## config.mk

```make
export PLATFORM = sky130hd
export DESIGN_NAME = acd_clock_power
export DESIGN_NICKNAME = d
export VERILOG_FILES = /design/src/core/acd_pkg.sv /design/src/core/acd_sync.sv /design/src/core/acd_divider.sv /design/src/core/acd_clock_power.sv
export VERILOG_INCLUDE_DIRS = /design/src /design/src/core
export SDC_FILE = /design/constraint.sdc
export NUM_CORES = 1
export LEC_CHECK = 0
export ABC_CLOCK_PERIOD_IN_PS = 2500
export BUFFER_PORTS_ARGS = -buffer_cell sky130_fd_sc_hd__buf_2
export CAP_MARGIN = 40
export CORE_AREA = 2 2 77 79
export DETAILED_ROUTE_END_ITERATION = 10
export DIE_AREA = 0 0 79 81
export PLACE_DENSITY_LB_ADDON = 0.05
export REMOVE_ABC_BUFFERS = 1
export SETUP_SLACK_MARGIN = 0.5
export SKIP_CTS_REPAIR_TIMING = 1
export SYNTH_ARGS = -nofsm -noshare
export SYNTH_HDL_FRONTEND = slang
export SYNTH_HIERARCHICAL = 1
export SYNTH_SLANG_ARGS = --single-unit
```

## constraint.sdc

```tcl
create_clock -name clk -period 2.5 [get_ports clk]
set_clock_uncertainty 0.05 [all_clocks]
set_input_delay 0.125 -clock clk [delete_from_list [all_inputs] [get_ports clk]]
set_output_delay 0.125 -clock clk [all_outputs]
set_load 0.01 [all_outputs]
```

## src/core/acd_defs.svh

```systemverilog
// Constants for the sample-clock divider, alignment and power-state block
`ifndef ACD_DEFS_SVH
`define ACD_DEFS_SVH
`define ACD_ALIGN_CTRL_OFS   8'h00
`define ACD_REG_ALIGN_CTRL   12'h100
`define ACD_REG_CLOCK_CTRL   12'h10B
`define ACD_REG_STAB_CTRL    12'h009
`define ACD_REG_POWER_CTRL   12'h008
`define ACD_REG_STATUS       12'h10C
`define ACD_ALIGN_EN_BIT     1
`define ACD_ALIGN_ONCE_BIT   2
`define ACD_ALIGN_CTRL_RST   8'h00
`define ACD_CLOCK_CTRL_RST   8'h00
`define ACD_STAB_CTRL_RST    8'h01
`define ACD_POWER_CTRL_RST   8'h00
`define ACD_RATIO_MAX        3'h7
`define ACD_RELOCK_NS        5000
`define ACD_CLK_NS           10
`define ACD_RELOCK_CYC       ((`ACD_RELOCK_NS) / (`ACD_CLK_NS))
`define ACD_RELOCK_W         9
`endif

```

## src/core/acd_pkg.sv

```systemverilog
// Types for the sample-clock divider, alignment and power-state block
package acd_pkg;
  typedef enum logic [1:0] {ACD_PWR_RUN, ACD_PWR_STANDBY, ACD_PWR_DOWN} acd_pwr_t;
  typedef enum logic [1:0] {ACD_STAB_OFF, ACD_STAB_BYPASS, ACD_STAB_LOCKED} acd_stab_t;
endpackage

```

## src/core/acd_sync.sv

```systemverilog
// Two-flop synchroniser for the alignment input
`timescale 1ns/1ps
`default_nettype none
module acd_sync (
  input  wire logic clk,
  input  wire logic rst_n,
  input  wire logic d,
  output logic      q
);
  logic meta_r;
  always_ff @(posedge clk or negedge rst_n) begin
    if (!rst_n) begin
      meta_r <= 1'b0;
      q      <= 1'b0;
    end else begin
      meta_r <= d;
      q      <= meta_r;
    end
  end
endmodule // acd_sync
`default_nettype wire

```

## src/core/acd_divider.sv

```systemverilog
// Integer divider with clear and a 50 % duty output at even ratios when stabilised
`timescale 1ns/1ps
`default_nettype none
module acd_divider (
  input  wire logic       clk,
  input  wire logic       rst_n,
  input  wire logic       run,
  input  wire logic       realign,
  input  wire logic [2:0] ratio_m1,
  input  wire logic       even_duty,
  output logic            div_clk,
  output logic [2:0]      phase
);
  logic [2:0] cnt_r;
  logic [2:0] cnt_nxt;
  logic       wrap;
  logic       hi_raw;
  logic       hi_even;
  assign wrap    = (cnt_r >= ratio_m1);
  assign cnt_nxt = (realign || wrap) ? 3'h0 : 3'(cnt_r + 3'h1);
  // Raw: high for one input period, as the undivided duty would give
  assign hi_raw  = (cnt_nxt == 3'h0);
  // Stabilised: falling edge retimed to half of the divided period, rounded up at odd ratios
  assign hi_even = ({1'b0, cnt_nxt, 1'b0} < (5'(ratio_m1) + 5'h01)) || (ratio_m1 == 3'h0);
  always_ff @(posedge clk or negedge rst_n) begin
    if (!rst_n) begin
      cnt_r   <= 3'h0;
      div_clk <= 1'b0;
    end else if (!run) begin
      cnt_r   <= 3'h0;
      div_clk <= 1'b0;
    end else begin
      cnt_r   <= cnt_nxt;
      div_clk <= even_duty ? hi_even : hi_raw;
    end
  end
  assign phase = cnt_r;
endmodule // acd_divider
`default_nettype wire

```

## src/core/acd_clock_power.sv

```systemverilog
// Sample-clock divider, alignment, duty stabiliser and power-state control
// Functional notes
// The sample clock is divided by a programmable ratio from 1 to 8.
// Ratios 1, 2 and 4 work with the stabiliser on or off.
// Software must enable the stabiliser for ratios 3, 5, 6, 7 and 8.
// Bits 1 and 2 of the alignment register pick every-pulse or first-pulse alignment.
// An accepted alignment pulse returns the divider to its initial count.
// The alignment input passes a synchroniser on the sample clock before use.
// The alignment input should arrive already synchronous to the sample clock.
// The enabled stabiliser gives the divided clock a nominal 50 % duty cycle; the code meets it at even ratios only and rounds up at odd ones.
// The stabiliser loop need not work below about 20 MHz.
// After a clock change the stabiliser is bypassed for its relock time.
// Software should keep the stabiliser on unless the clock rate changes.
// Power-down follows the pin high or the serial control bit; pin low resumes.
// In power-down all data output drivers are high impedance.
// Power-down shuts reference, buffer, bias and internal clock.
// Standby, set only by serial control, keeps the reference powered.
// In first-pulse mode further pulses are ignored until the register is written again.
`timescale 1ns/1ps
`default_nettype none
`include "acd_defs.svh"
module acd_clock_power (
  input  wire logic        clk,
  input  wire logic        rst_n,
  input  wire logic        reg_wr,
  input  wire logic        reg_rd,
  input  wire logic [11:0] reg_addr,
  input  wire logic [7:0]  reg_wdata,
  output logic      [7:0]  reg_rdata,
  input  wire logic        align_in,
  input  wire logic        power_down_pin,
  input  wire logic        clk_rate_change,
  input  wire logic        clk_rate_slow,
  output logic             conv_clk,
  output logic             data_out_oe_n,
  output logic             ref_on,
  output logic             ref_buf_on,
  output logic             bias_on,
  output logic             int_clk_on,
  output logic             stab_locked,
  output logic             align_seen
);
  ////////////////////////////////////////////////////////////////////////////
  // Registers
  logic [7:0] align_ctrl_r;
  logic [7:0] clock_ctrl_r;
  logic [7:0] stab_ctrl_r;
  logic [7:0] power_ctrl_r;
  logic       armed_r;
  logic       armed_nxt;
  logic [`ACD_RELOCK_W-1:0] relock_r;
  logic [`ACD_RELOCK_W-1:0] relock_nxt;
  acd_pkg::acd_pwr_t pwr_r;
  acd_pkg::acd_pwr_t pwr_nxt;
  // One compare per register for the write decodes; read back decodes the same addresses in its own case
  function automatic logic addr_hit(input logic [11:0] a, input logic [11:0] r);
    return a == r;
  endfunction
  wire wr_align = reg_wr && addr_hit(reg_addr, `ACD_REG_ALIGN_CTRL);
  wire wr_clock = reg_wr && addr_hit(reg_addr, `ACD_REG_CLOCK_CTRL);
  wire wr_stab  = reg_wr && addr_hit(reg_addr, `ACD_REG_STAB_CTRL);
  wire wr_power = reg_wr && addr_hit(reg_addr, `ACD_REG_POWER_CTRL);
  always_ff @(posedge clk or negedge rst_n) begin
    if (!rst_n) begin
      align_ctrl_r <= `ACD_ALIGN_CTRL_RST;
      clock_ctrl_r <= `ACD_CLOCK_CTRL_RST;
      stab_ctrl_r  <= `ACD_STAB_CTRL_RST;
      power_ctrl_r <= `ACD_POWER_CTRL_RST;
    end else begin
      if (wr_align) begin
        align_ctrl_r <= reg_wdata;
      end
      if (wr_clock) begin
        clock_ctrl_r <= {5'h00, reg_wdata[2:0]};
      end
      if (wr_stab) begin
        stab_ctrl_r  <= {7'h00, reg_wdata[0]};
      end
      if (wr_power) begin
        power_ctrl_r <= {6'h00, reg_wdata[1:0]};
      end
    end
  end
  ////////////////////////////////////////////////////////////////////////////
  // Power state
  // Power-down wins over standby so the pin can always force the deepest state
  always_comb begin
    pwr_nxt = acd_pkg::ACD_PWR_RUN;
    if (power_down_pin || power_ctrl_r[0]) begin
      pwr_nxt = acd_pkg::ACD_PWR_DOWN;
    end else if (power_ctrl_r[1]) begin
      pwr_nxt = acd_pkg::ACD_PWR_STANDBY;
    end
  end
  always_ff @(posedge clk or negedge rst_n) begin
    if (!rst_n) pwr_r <= acd_pkg::ACD_PWR_RUN;
    else        pwr_r <= pwr_nxt;
  end
  wire running = (pwr_r == acd_pkg::ACD_PWR_RUN);
  assign data_out_oe_n = !running;
  assign ref_on        = (pwr_r != acd_pkg::ACD_PWR_DOWN);
  assign ref_buf_on    = running;
  assign bias_on       = running;
  assign int_clk_on    = running;
  ////////////////////////////////////////////////////////////////////////////
  // Alignment
  logic align_s;
  acd_sync u_sync (
    .clk   (clk),
    .rst_n (rst_n),
    .d     (align_in),
    .q     (align_s)
  );
  logic align_s_d_r;
  wire  align_edge = align_s && !align_s_d_r;
  wire  align_en   = align_ctrl_r[`ACD_ALIGN_EN_BIT];
  wire  align_once = align_ctrl_r[`ACD_ALIGN_ONCE_BIT];
  wire  align_take = align_edge && align_en && (!align_once || armed_r);
  // A register write re-arms for the next cycle; a pulse in the same cycle counts only if already armed, and then disarms
  assign armed_nxt = align_take ? 1'b0 : (wr_align ? 1'b1 : armed_r);
  always_ff @(posedge clk or negedge rst_n) begin
    if (!rst_n) begin
      align_s_d_r <= 1'b0;
      armed_r     <= 1'b1;
      align_seen  <= 1'b0;
    end else begin
      align_s_d_r <= align_s;
      armed_r     <= armed_nxt;
      align_seen  <= align_take ? 1'b1 : (wr_align ? 1'b0 : align_seen);
    end
  end
  ////////////////////////////////////////////////////////////////////////////
  // Duty stabiliser relock
  wire stab_en   = stab_ctrl_r[0];
  wire relocking = (relock_r != '0);
  // Slow clocks never lock; the divider then keeps the raw duty
  assign relock_nxt = clk_rate_change ? `ACD_RELOCK_W'(`ACD_RELOCK_CYC)
                    : (relocking ? `ACD_RELOCK_W'(relock_r - 1'b1) : relock_r);
  always_ff @(posedge clk or negedge rst_n) begin
    if (!rst_n) relock_r <= `ACD_RELOCK_W'(`ACD_RELOCK_CYC);
    else        relock_r <= relock_nxt;
  end
  assign stab_locked = stab_en && !relocking && !clk_rate_slow && running;
  ////////////////////////////////////////////////////////////////////////////
  // Divider
  logic [2:0] phase;
  acd_divider u_div (
    .clk       (clk),
    .rst_n     (rst_n),
    .run       (running),
    .realign   (align_take),
    .ratio_m1  (clock_ctrl_r[2:0]),
    .even_duty (stab_locked),
    .div_clk   (conv_clk),
    .phase     (phase)
  );
  ////////////////////////////////////////////////////////////////////////////
  // Read back
  always_comb begin
    reg_rdata = 8'h00;
    if (reg_rd) begin
      unique case (reg_addr)
        `ACD_REG_ALIGN_CTRL: reg_rdata = align_ctrl_r;
        `ACD_REG_CLOCK_CTRL: reg_rdata = clock_ctrl_r;
        `ACD_REG_STAB_CTRL:  reg_rdata = stab_ctrl_r;
        `ACD_REG_POWER_CTRL: reg_rdata = power_ctrl_r;
        `ACD_REG_STATUS:     reg_rdata = {2'h0, phase, align_seen, stab_locked, running};
        default:             reg_rdata = 8'h00;
      endcase
    end
  end
endmodule // acd_clock_power
`default_nettype wire

```

After elaboration in Yosys (flattened, before gate mapping)
Index checks and enable logic that the tools add are counted.
{"block": "classes", "addsub": 3, "magnitude_cmp": 2, "eq_ne": 6, "muxes": 14, "n_reduce_logical": 25}
{"operator": "$pmux 8 s5", "count": 1}
{"operator": "$eq 12x9->1 const B", "count": 3}
{"operator": "$eq 12x4->1 const B", "count": 2}
{"operator": "$mux 9", "count": 2}
{"operator": "$logic_and 1x1->1", "count": 10}
{"operator": "$reduce_bool 9->1", "count": 1}
{"operator": "$sub 9x1->9 const B", "count": 1}
{"operator": "$mux 8", "count": 1}
{"operator": "$mux 1", "count": 7}
{"operator": "$logic_not 3->1", "count": 2}
{"operator": "$mux 3", "count": 2}
{"operator": "$logic_not 1->1", "count": 5}
{"operator": "$lt 4x5->1", "count": 1}
{"operator": "$add 3x1->4 const B", "count": 1}
{"operator": "$logic_or 1x1->1", "count": 4}
{"operator": "$reduce_bool 2->1", "count": 2}
{"operator": "$add 3x1->3 const B", "count": 1}
{"operator": "$ge 3x3->1", "count": 1}
{"operator": "$logic_not 2->1", "count": 1}
{"operator": "$mux 2", "count": 1}
{"operator": "$ne 2x2->1 const B", "count": 1}
{"block": "word_totals", "regBits": 34, "inputBits": 28, "output_inout_bits": 16, "word_cells": 63}

Longest topological paths before layout
{"block": "logic_depth", "depth_word": 10, "depth_mapped": 10}

By module
The synthesis kept the hierarchy.
{"mod": "acd_clock_power", "instances": 1, "cells_per_inst": 147, "area_each_um2": 1575.3, "seq_area_each_um2": 710.7}
{"mod": "acd_divider", "instances": 1, "cells_per_inst": 34, "area_each_um2": 315.3, "seq_area_each_um2": 100.1}
{"mod": "acd_sync", "instances": 1, "cells_per_inst": 2, "area_each_um2": 50.0, "seq_area_each_um2": 50.0}

Worst setup path after synthesis
No wires, ideal clock.
{"block": "synth_path", "path_kind": "register -> register", "startpoint": "register armed_r", "endpoint": "register u_div.div_clk", "setup_ns": 0.129, "arrival_ns": 1.999, "t_required_ns": 2.321, "path_slack_ns": 0.321, "path_stages_with_launch": 11, "path_buffers": 0, "path_cell_list": "dfstp_2 inv_1 a211oi_1 a211o_1 a31oi_2 and2_1 ha_1 a31oi_1 o31a_1 o22ai_1 a21oi_1"}
{"block": "synth_via", "elab_chain_cells": 8}
{"item": "from (decl)", "line": "acd_clock_power.sv:49", "text": "logic armed_r;"}
{"item": "from (signal assigned)", "line": "acd_clock_power.sv:128", "text": "armed_r <= armed_nxt;"}
{"item": "$logic_or 1x1->1 (*)", "line": "acd_clock_power.sv:118", "text": "wire align_take = align_edge && align_en && (!align_once || armed_r);"}
{"item": "$logic_and 1x1->1 (*)", "line": "acd_clock_power.sv:118"}
{"item": "via align_take", "line": "acd_clock_power.sv:118"}
{"item": "$logic_or 1x1->1 (*)", "line": "acd_divider.sv:20", "text": "assign cnt_nxt = (realign || wrap) ? 3'h0 : 3'(cnt_r + 3'h1);"}
{"item": "$mux 3 (*)", "line": "acd_divider.sv:20"}
{"item": "$lt 4x5->1", "line": "acd_divider.sv:24", "text": "assign hi_even = ({1'b0, cnt_nxt, 1'b0} < (5'(ratio_m1) + 5'h01)) || (ratio_m1 == 3'h0);"}
{"item": "$logic_or 1x1->1", "line": "acd_divider.sv:24"}
{"item": "$mux 1 (*)", "line": "acd_divider.sv:34", "text": "div_clk <= even_duty ? hi_even : hi_raw;"}
{"item": "$mux 1 (*)", "line": "acd_divider.sv:29", "text": "end else if (!run) begin"}
{"item": "to (signal assigned)", "line": "acd_divider.sv:34"}
{"item": "to (decl)", "line": "acd_divider.sv:11", "text": "output logic div_clk,"}
Mark *: on every way through the listed nets, which the timed path passes. The rest lies on a longest branch.
A chain may end at the register's enable or synchronous reset.

Worst setup path after layout
{"block": "layout_path", "startpoint": "register clock_ctrl_r[2]", "endpoint": "register u_div.div_clk"}
{"block": "layout_via", "elab_chain_cells": 7}
{"item": "from (decl)", "line": "acd_clock_power.sv:46", "text": "logic [7:0] clock_ctrl_r;"}
{"item": "from (signal assigned)", "line": "acd_clock_power.sv:66", "text": "clock_ctrl_r <= `ACD_CLOCK_CTRL_RST;"}
{"item": "from (signal assigned)", "line": "acd_clock_power.sv:74", "text": "clock_ctrl_r <= {5'h00, reg_wdata[2:0]};"}
{"item": "$ge 3x3->1", "line": "acd_divider.sv:19", "text": "assign wrap = (cnt_r >= ratio_m1);"}
{"item": "$logic_or 1x1->1", "line": "acd_divider.sv:20"}
{"item": "$mux 3", "line": "acd_divider.sv:20"}
{"item": "$lt 4x5->1", "line": "acd_divider.sv:24"}
{"item": "$logic_or 1x1->1", "line": "acd_divider.sv:24"}
{"item": "$mux 1 (*)", "line": "acd_divider.sv:34"}
{"item": "$mux 1 (*)", "line": "acd_divider.sv:29"}
Mark *: on every way between the ends. The rest lies on a longest branch, timed or not.

==> flow_summary.json <==
{
  "fillers": 554,
  "p_per_area_mw_per_mm2": 476,
  "synth-adder-area-share_pct": 4.51,
  "wl_um": 5050,
  "cts_made_buffers": 5,
  "die_x_um": 79,
  "worst-path-buf-inv": 1,
  "finalInstanceArea_mm2": 0.00261,
  "drv_slew": 0,
  "yosys.area_share.simple_pct": 23.3,
  "dpl_worst_slack_ps": 142,
  "power_frac_comb_pct": 10.5,
  "ys_warn_count": 6,
  "ys_ff_latch": 34,
  "internal_power_mw": 0.952,
  "rows": 28,
  "setup.worst_path.start": "clock_ctrl_r[2]$_DFFE_PN0P_",
  "setup_viol": 0,
  "relSlewSlack_pct": 48.2,
  "crit_path_start_kind": "flop",
  "synth_cell_types": 53,
  "status": "finished, violations left",
  "stdcell_count": 325,
  "cp_top_family": "compound AO/OA/AOI/OAI gates",
  "synthesis.area_mm2": 0.00194,
  "drive_gt1_share_pct": 47.6,
  "crit_fanout": 3,
  "r2r_slack_ps": 270,
  "drt-wirelength-per-cell_um": 15.5,
  "tightest_slew_ps": 776,
  "synth_compound_area_share_pct": 12.7,
  "yosys.area.top_type": "dfrtp_1",
  "post-route-period-util_pct": 89.1,
  "synth-edff-count": 0,
  "routabilityCongestion": 0.833,
  "cp_num_cells": 10,
  "clock_path_buffers": 2,
  "clkLatencyLatePin_ps": 280,
  "worstSetupPathType": "flop to flop",
  "antenna_found_initial": 0,
  "ant_nets": 0,
  "cp-end-kind": "flop",
  "fin_util_pct": 45.9,
  "hold-worst-slack_ps": -3.91,
  "fp.dieH_um": 81,
  "area_growth_pct": 34.3,
  "layout.nets": 284,
  "firstDrtPassIters": 4,
  "cpMaxStageDelayCell": "dfrtp_2",
  "grt_pass1_vias": 1615,
  "dp_cells": 300,
  "antennaDiodeCount": 0,
  "required_ps": 2620,
  "hpwl_um": 3610,
  "p_sw_mw": 0.289,
  "start_util_pct": 34.2,
  "synth_flop_cell": "dfrtp_1",
  "rsz0062_at_grt": "true",
  "grt_usage_pct": 16.0,
  "power_mw": 1.24,
  "yosysSeqAreaShare_pct": 44.4,
  "hold_viol": 1,
  "crit_path_end": "u_div/div_clk$_DFF_PN0_",
  "synth_top_area_share_pct": 33.5,
  "drcViolationCount": 0,
  "max-cap-violations": 0,
  "synthMuxAreaShare_pct": 8.64,
  "htree_levels": 2,
  "cp.arrival_ps": 2350,
  "synth_top_family_by_area": "simple AND/OR/NAND/NOR gates",
  "peakVddDrop_uv": 176,
  "ff2ff_path_depth": 10,
  "hp-class": "primary input to flop",
  "fp.dieArea_mm2": 0.00640,
  "fin_tns_setup_ps": 0,
  "layout_setup_ws_ps": 273,
  "grt-ovfl-total": 0,
  "drtIter0Drc": 46,
  "violations": "hold timing",
  "syn_area_per_cell_um2": 10.6,
  "yosys.area_share.xor_xnor_pct": 3.16,
  "finalCriticalPeriod_ps": 2230,
  "viasPerCell": 5.18,
  "path_clk_slew_ps": 70,
  "grt_max_degree": 35,
  "cpPeakStageDelay_ps": 410,
  "netlist_top_cells_area": "dfrtp_1 (34%), dfstp_2 (11%), mux2_2 (8.1%)",
  "async_flop_share_pct": 100,
  "core_area_mm2": 0.00568,
  "synthCells": 183,
  "clock_power_share_pct": 42.6,
  "fmax_mhz": 449,
  "r2r-start": "clock_ctrl_r[2]$_DFFE_PN0P_",
  "pin_count": 44,
  "tritoncts": "done",
  "portBuffers": 43,
  "path_cells": "inv_2 > ha_4 > a211o_1 > a31oi_4 > and2_4 > ha_4 > a31oi_4 > o31a_1 > o22ai_1 > a21oi_1",
  "r2r_end": "u_div/div_clk$_DFF_PN0_",
  "clockRootBuffer": "clkbuf_8",
  "grt_pass1_wl_um": 7820,
  "p_sw_share_pct": 23.3,
  "p_seq_share_pct": 46.9,
  "vias": 1683,
  "cellLeakagePower_nw": 1.21,
  "clock_sinks": 34,
  "post_dp_cell_area_mm2": 0.00224
}
-- power by group through the flow --
stage | Clock [mW] | Combinational (mW) | Sequential, mW
after floorplan | 0 | 0.0500 | 0.589
after global placement | 0 | 0.110 | 0.590
after detailed placement | 0 | 0.112 | 0.591
after CTS | 0.545 | 0.112 | 0.581
after global routing | 0.573 | 0.146 | 0.584
final | 0.528 | 0.131 | 0.582
-- placed cells by master (no fill, tap or decap), types with 4 or more instances in the layout --
cell and n:
nand2_1 9, buf_2 42, mux2_2 14, buf_4 18, xnor2_1 5, clkbuf_8 6, ha_1 4, dfrtp_2 4
a21oi_1 5, nor3_1 4, nand3b_1 4, dfrtp_1 22, inv_1 6, nor2_1 16, dfstp_2 8, and3_1 7
-- per-layer routing --
layer,vias up,share of wire (%),track usage [%]
met2,32,48,25.5
met4,0,1.5,5.17
met1,835,46,21.5
met3,9,4.1,3.67
li1,807,-,-
met5,-,0,0
-- sequential cells by signal, indices dropped and copies added (netlist names), 2 cells and up --
register / count
pwr_r: 2
clock_ctrl_r: 3
relock_r: 9
align_ctrl_r: 8
u_div/phase: 3
power_ctrl_r: 2
-- layout make-up --
class	instances	area, um^2	area share [%]
inverters	9	33.8	1.30
multi-input cells	136	1120	43.0
clock buffers	7	86.3	3.31
repair buffers	63	377	14.5
clock inverters	1	30.0	1.15
flip-flops and latches	34	866	33.2
well taps	75	93.8	3.60
-- cells by family after synthesis --
family                     Yosys count
AOI/OAI and AO/OA                   34
xor gates and xnor gates             7
adders and majority gates            7
buffers and inverters               13
DFF                                 34
muxes                               15
and+or+nand+nor                     73
-- how the worst min path moves through the flow --
stage,depth (start not counted),slack [ps],start,endpoint
after detailed placement,1,190,align_in,u_sync/meta_r$_DFF_PN0_
after global routing,2,10,power_down_pin,pwr_r[1]$_DFF_PN0_
after CTS,1,-120,align_in,u_sync/meta_r$_DFF_PN0_
final,2,-4,power_down_pin,pwr_r[1]$_DFF_PN0_
after floorplan,0,-220,rst_n,align_ctrl_r[0]$_DFFE_PN0P_
after global placement,1,190,rst_n,u_div/phase[1]$_DFF_PN0_
-- Yosys cell counts (2+ instances only) --
library cell	count
ha_1	7
nand3b_1	4
and3_1	7
dfrtp_1	26
nor4_1	4
a211o_1	2
nand4bb_1	2
dfstp_2	8
a21oi_1	6
a22oi_1	3
inv_1	9
nand4_1	2
nand2_1	10
xor2_1	2
mux2_2	14
or2_2	3
a21o_1	3
nand3_1	2
and2_1	3
o21ai_0	4
a211oi_1	3
a31oi_1	2
xnor2_1	5
nor2_1	17
and4_2	2
nand2b_1	2
buf_4	2
nor3_1	4
Note: power is estimated with default switching activity, not from simulation.
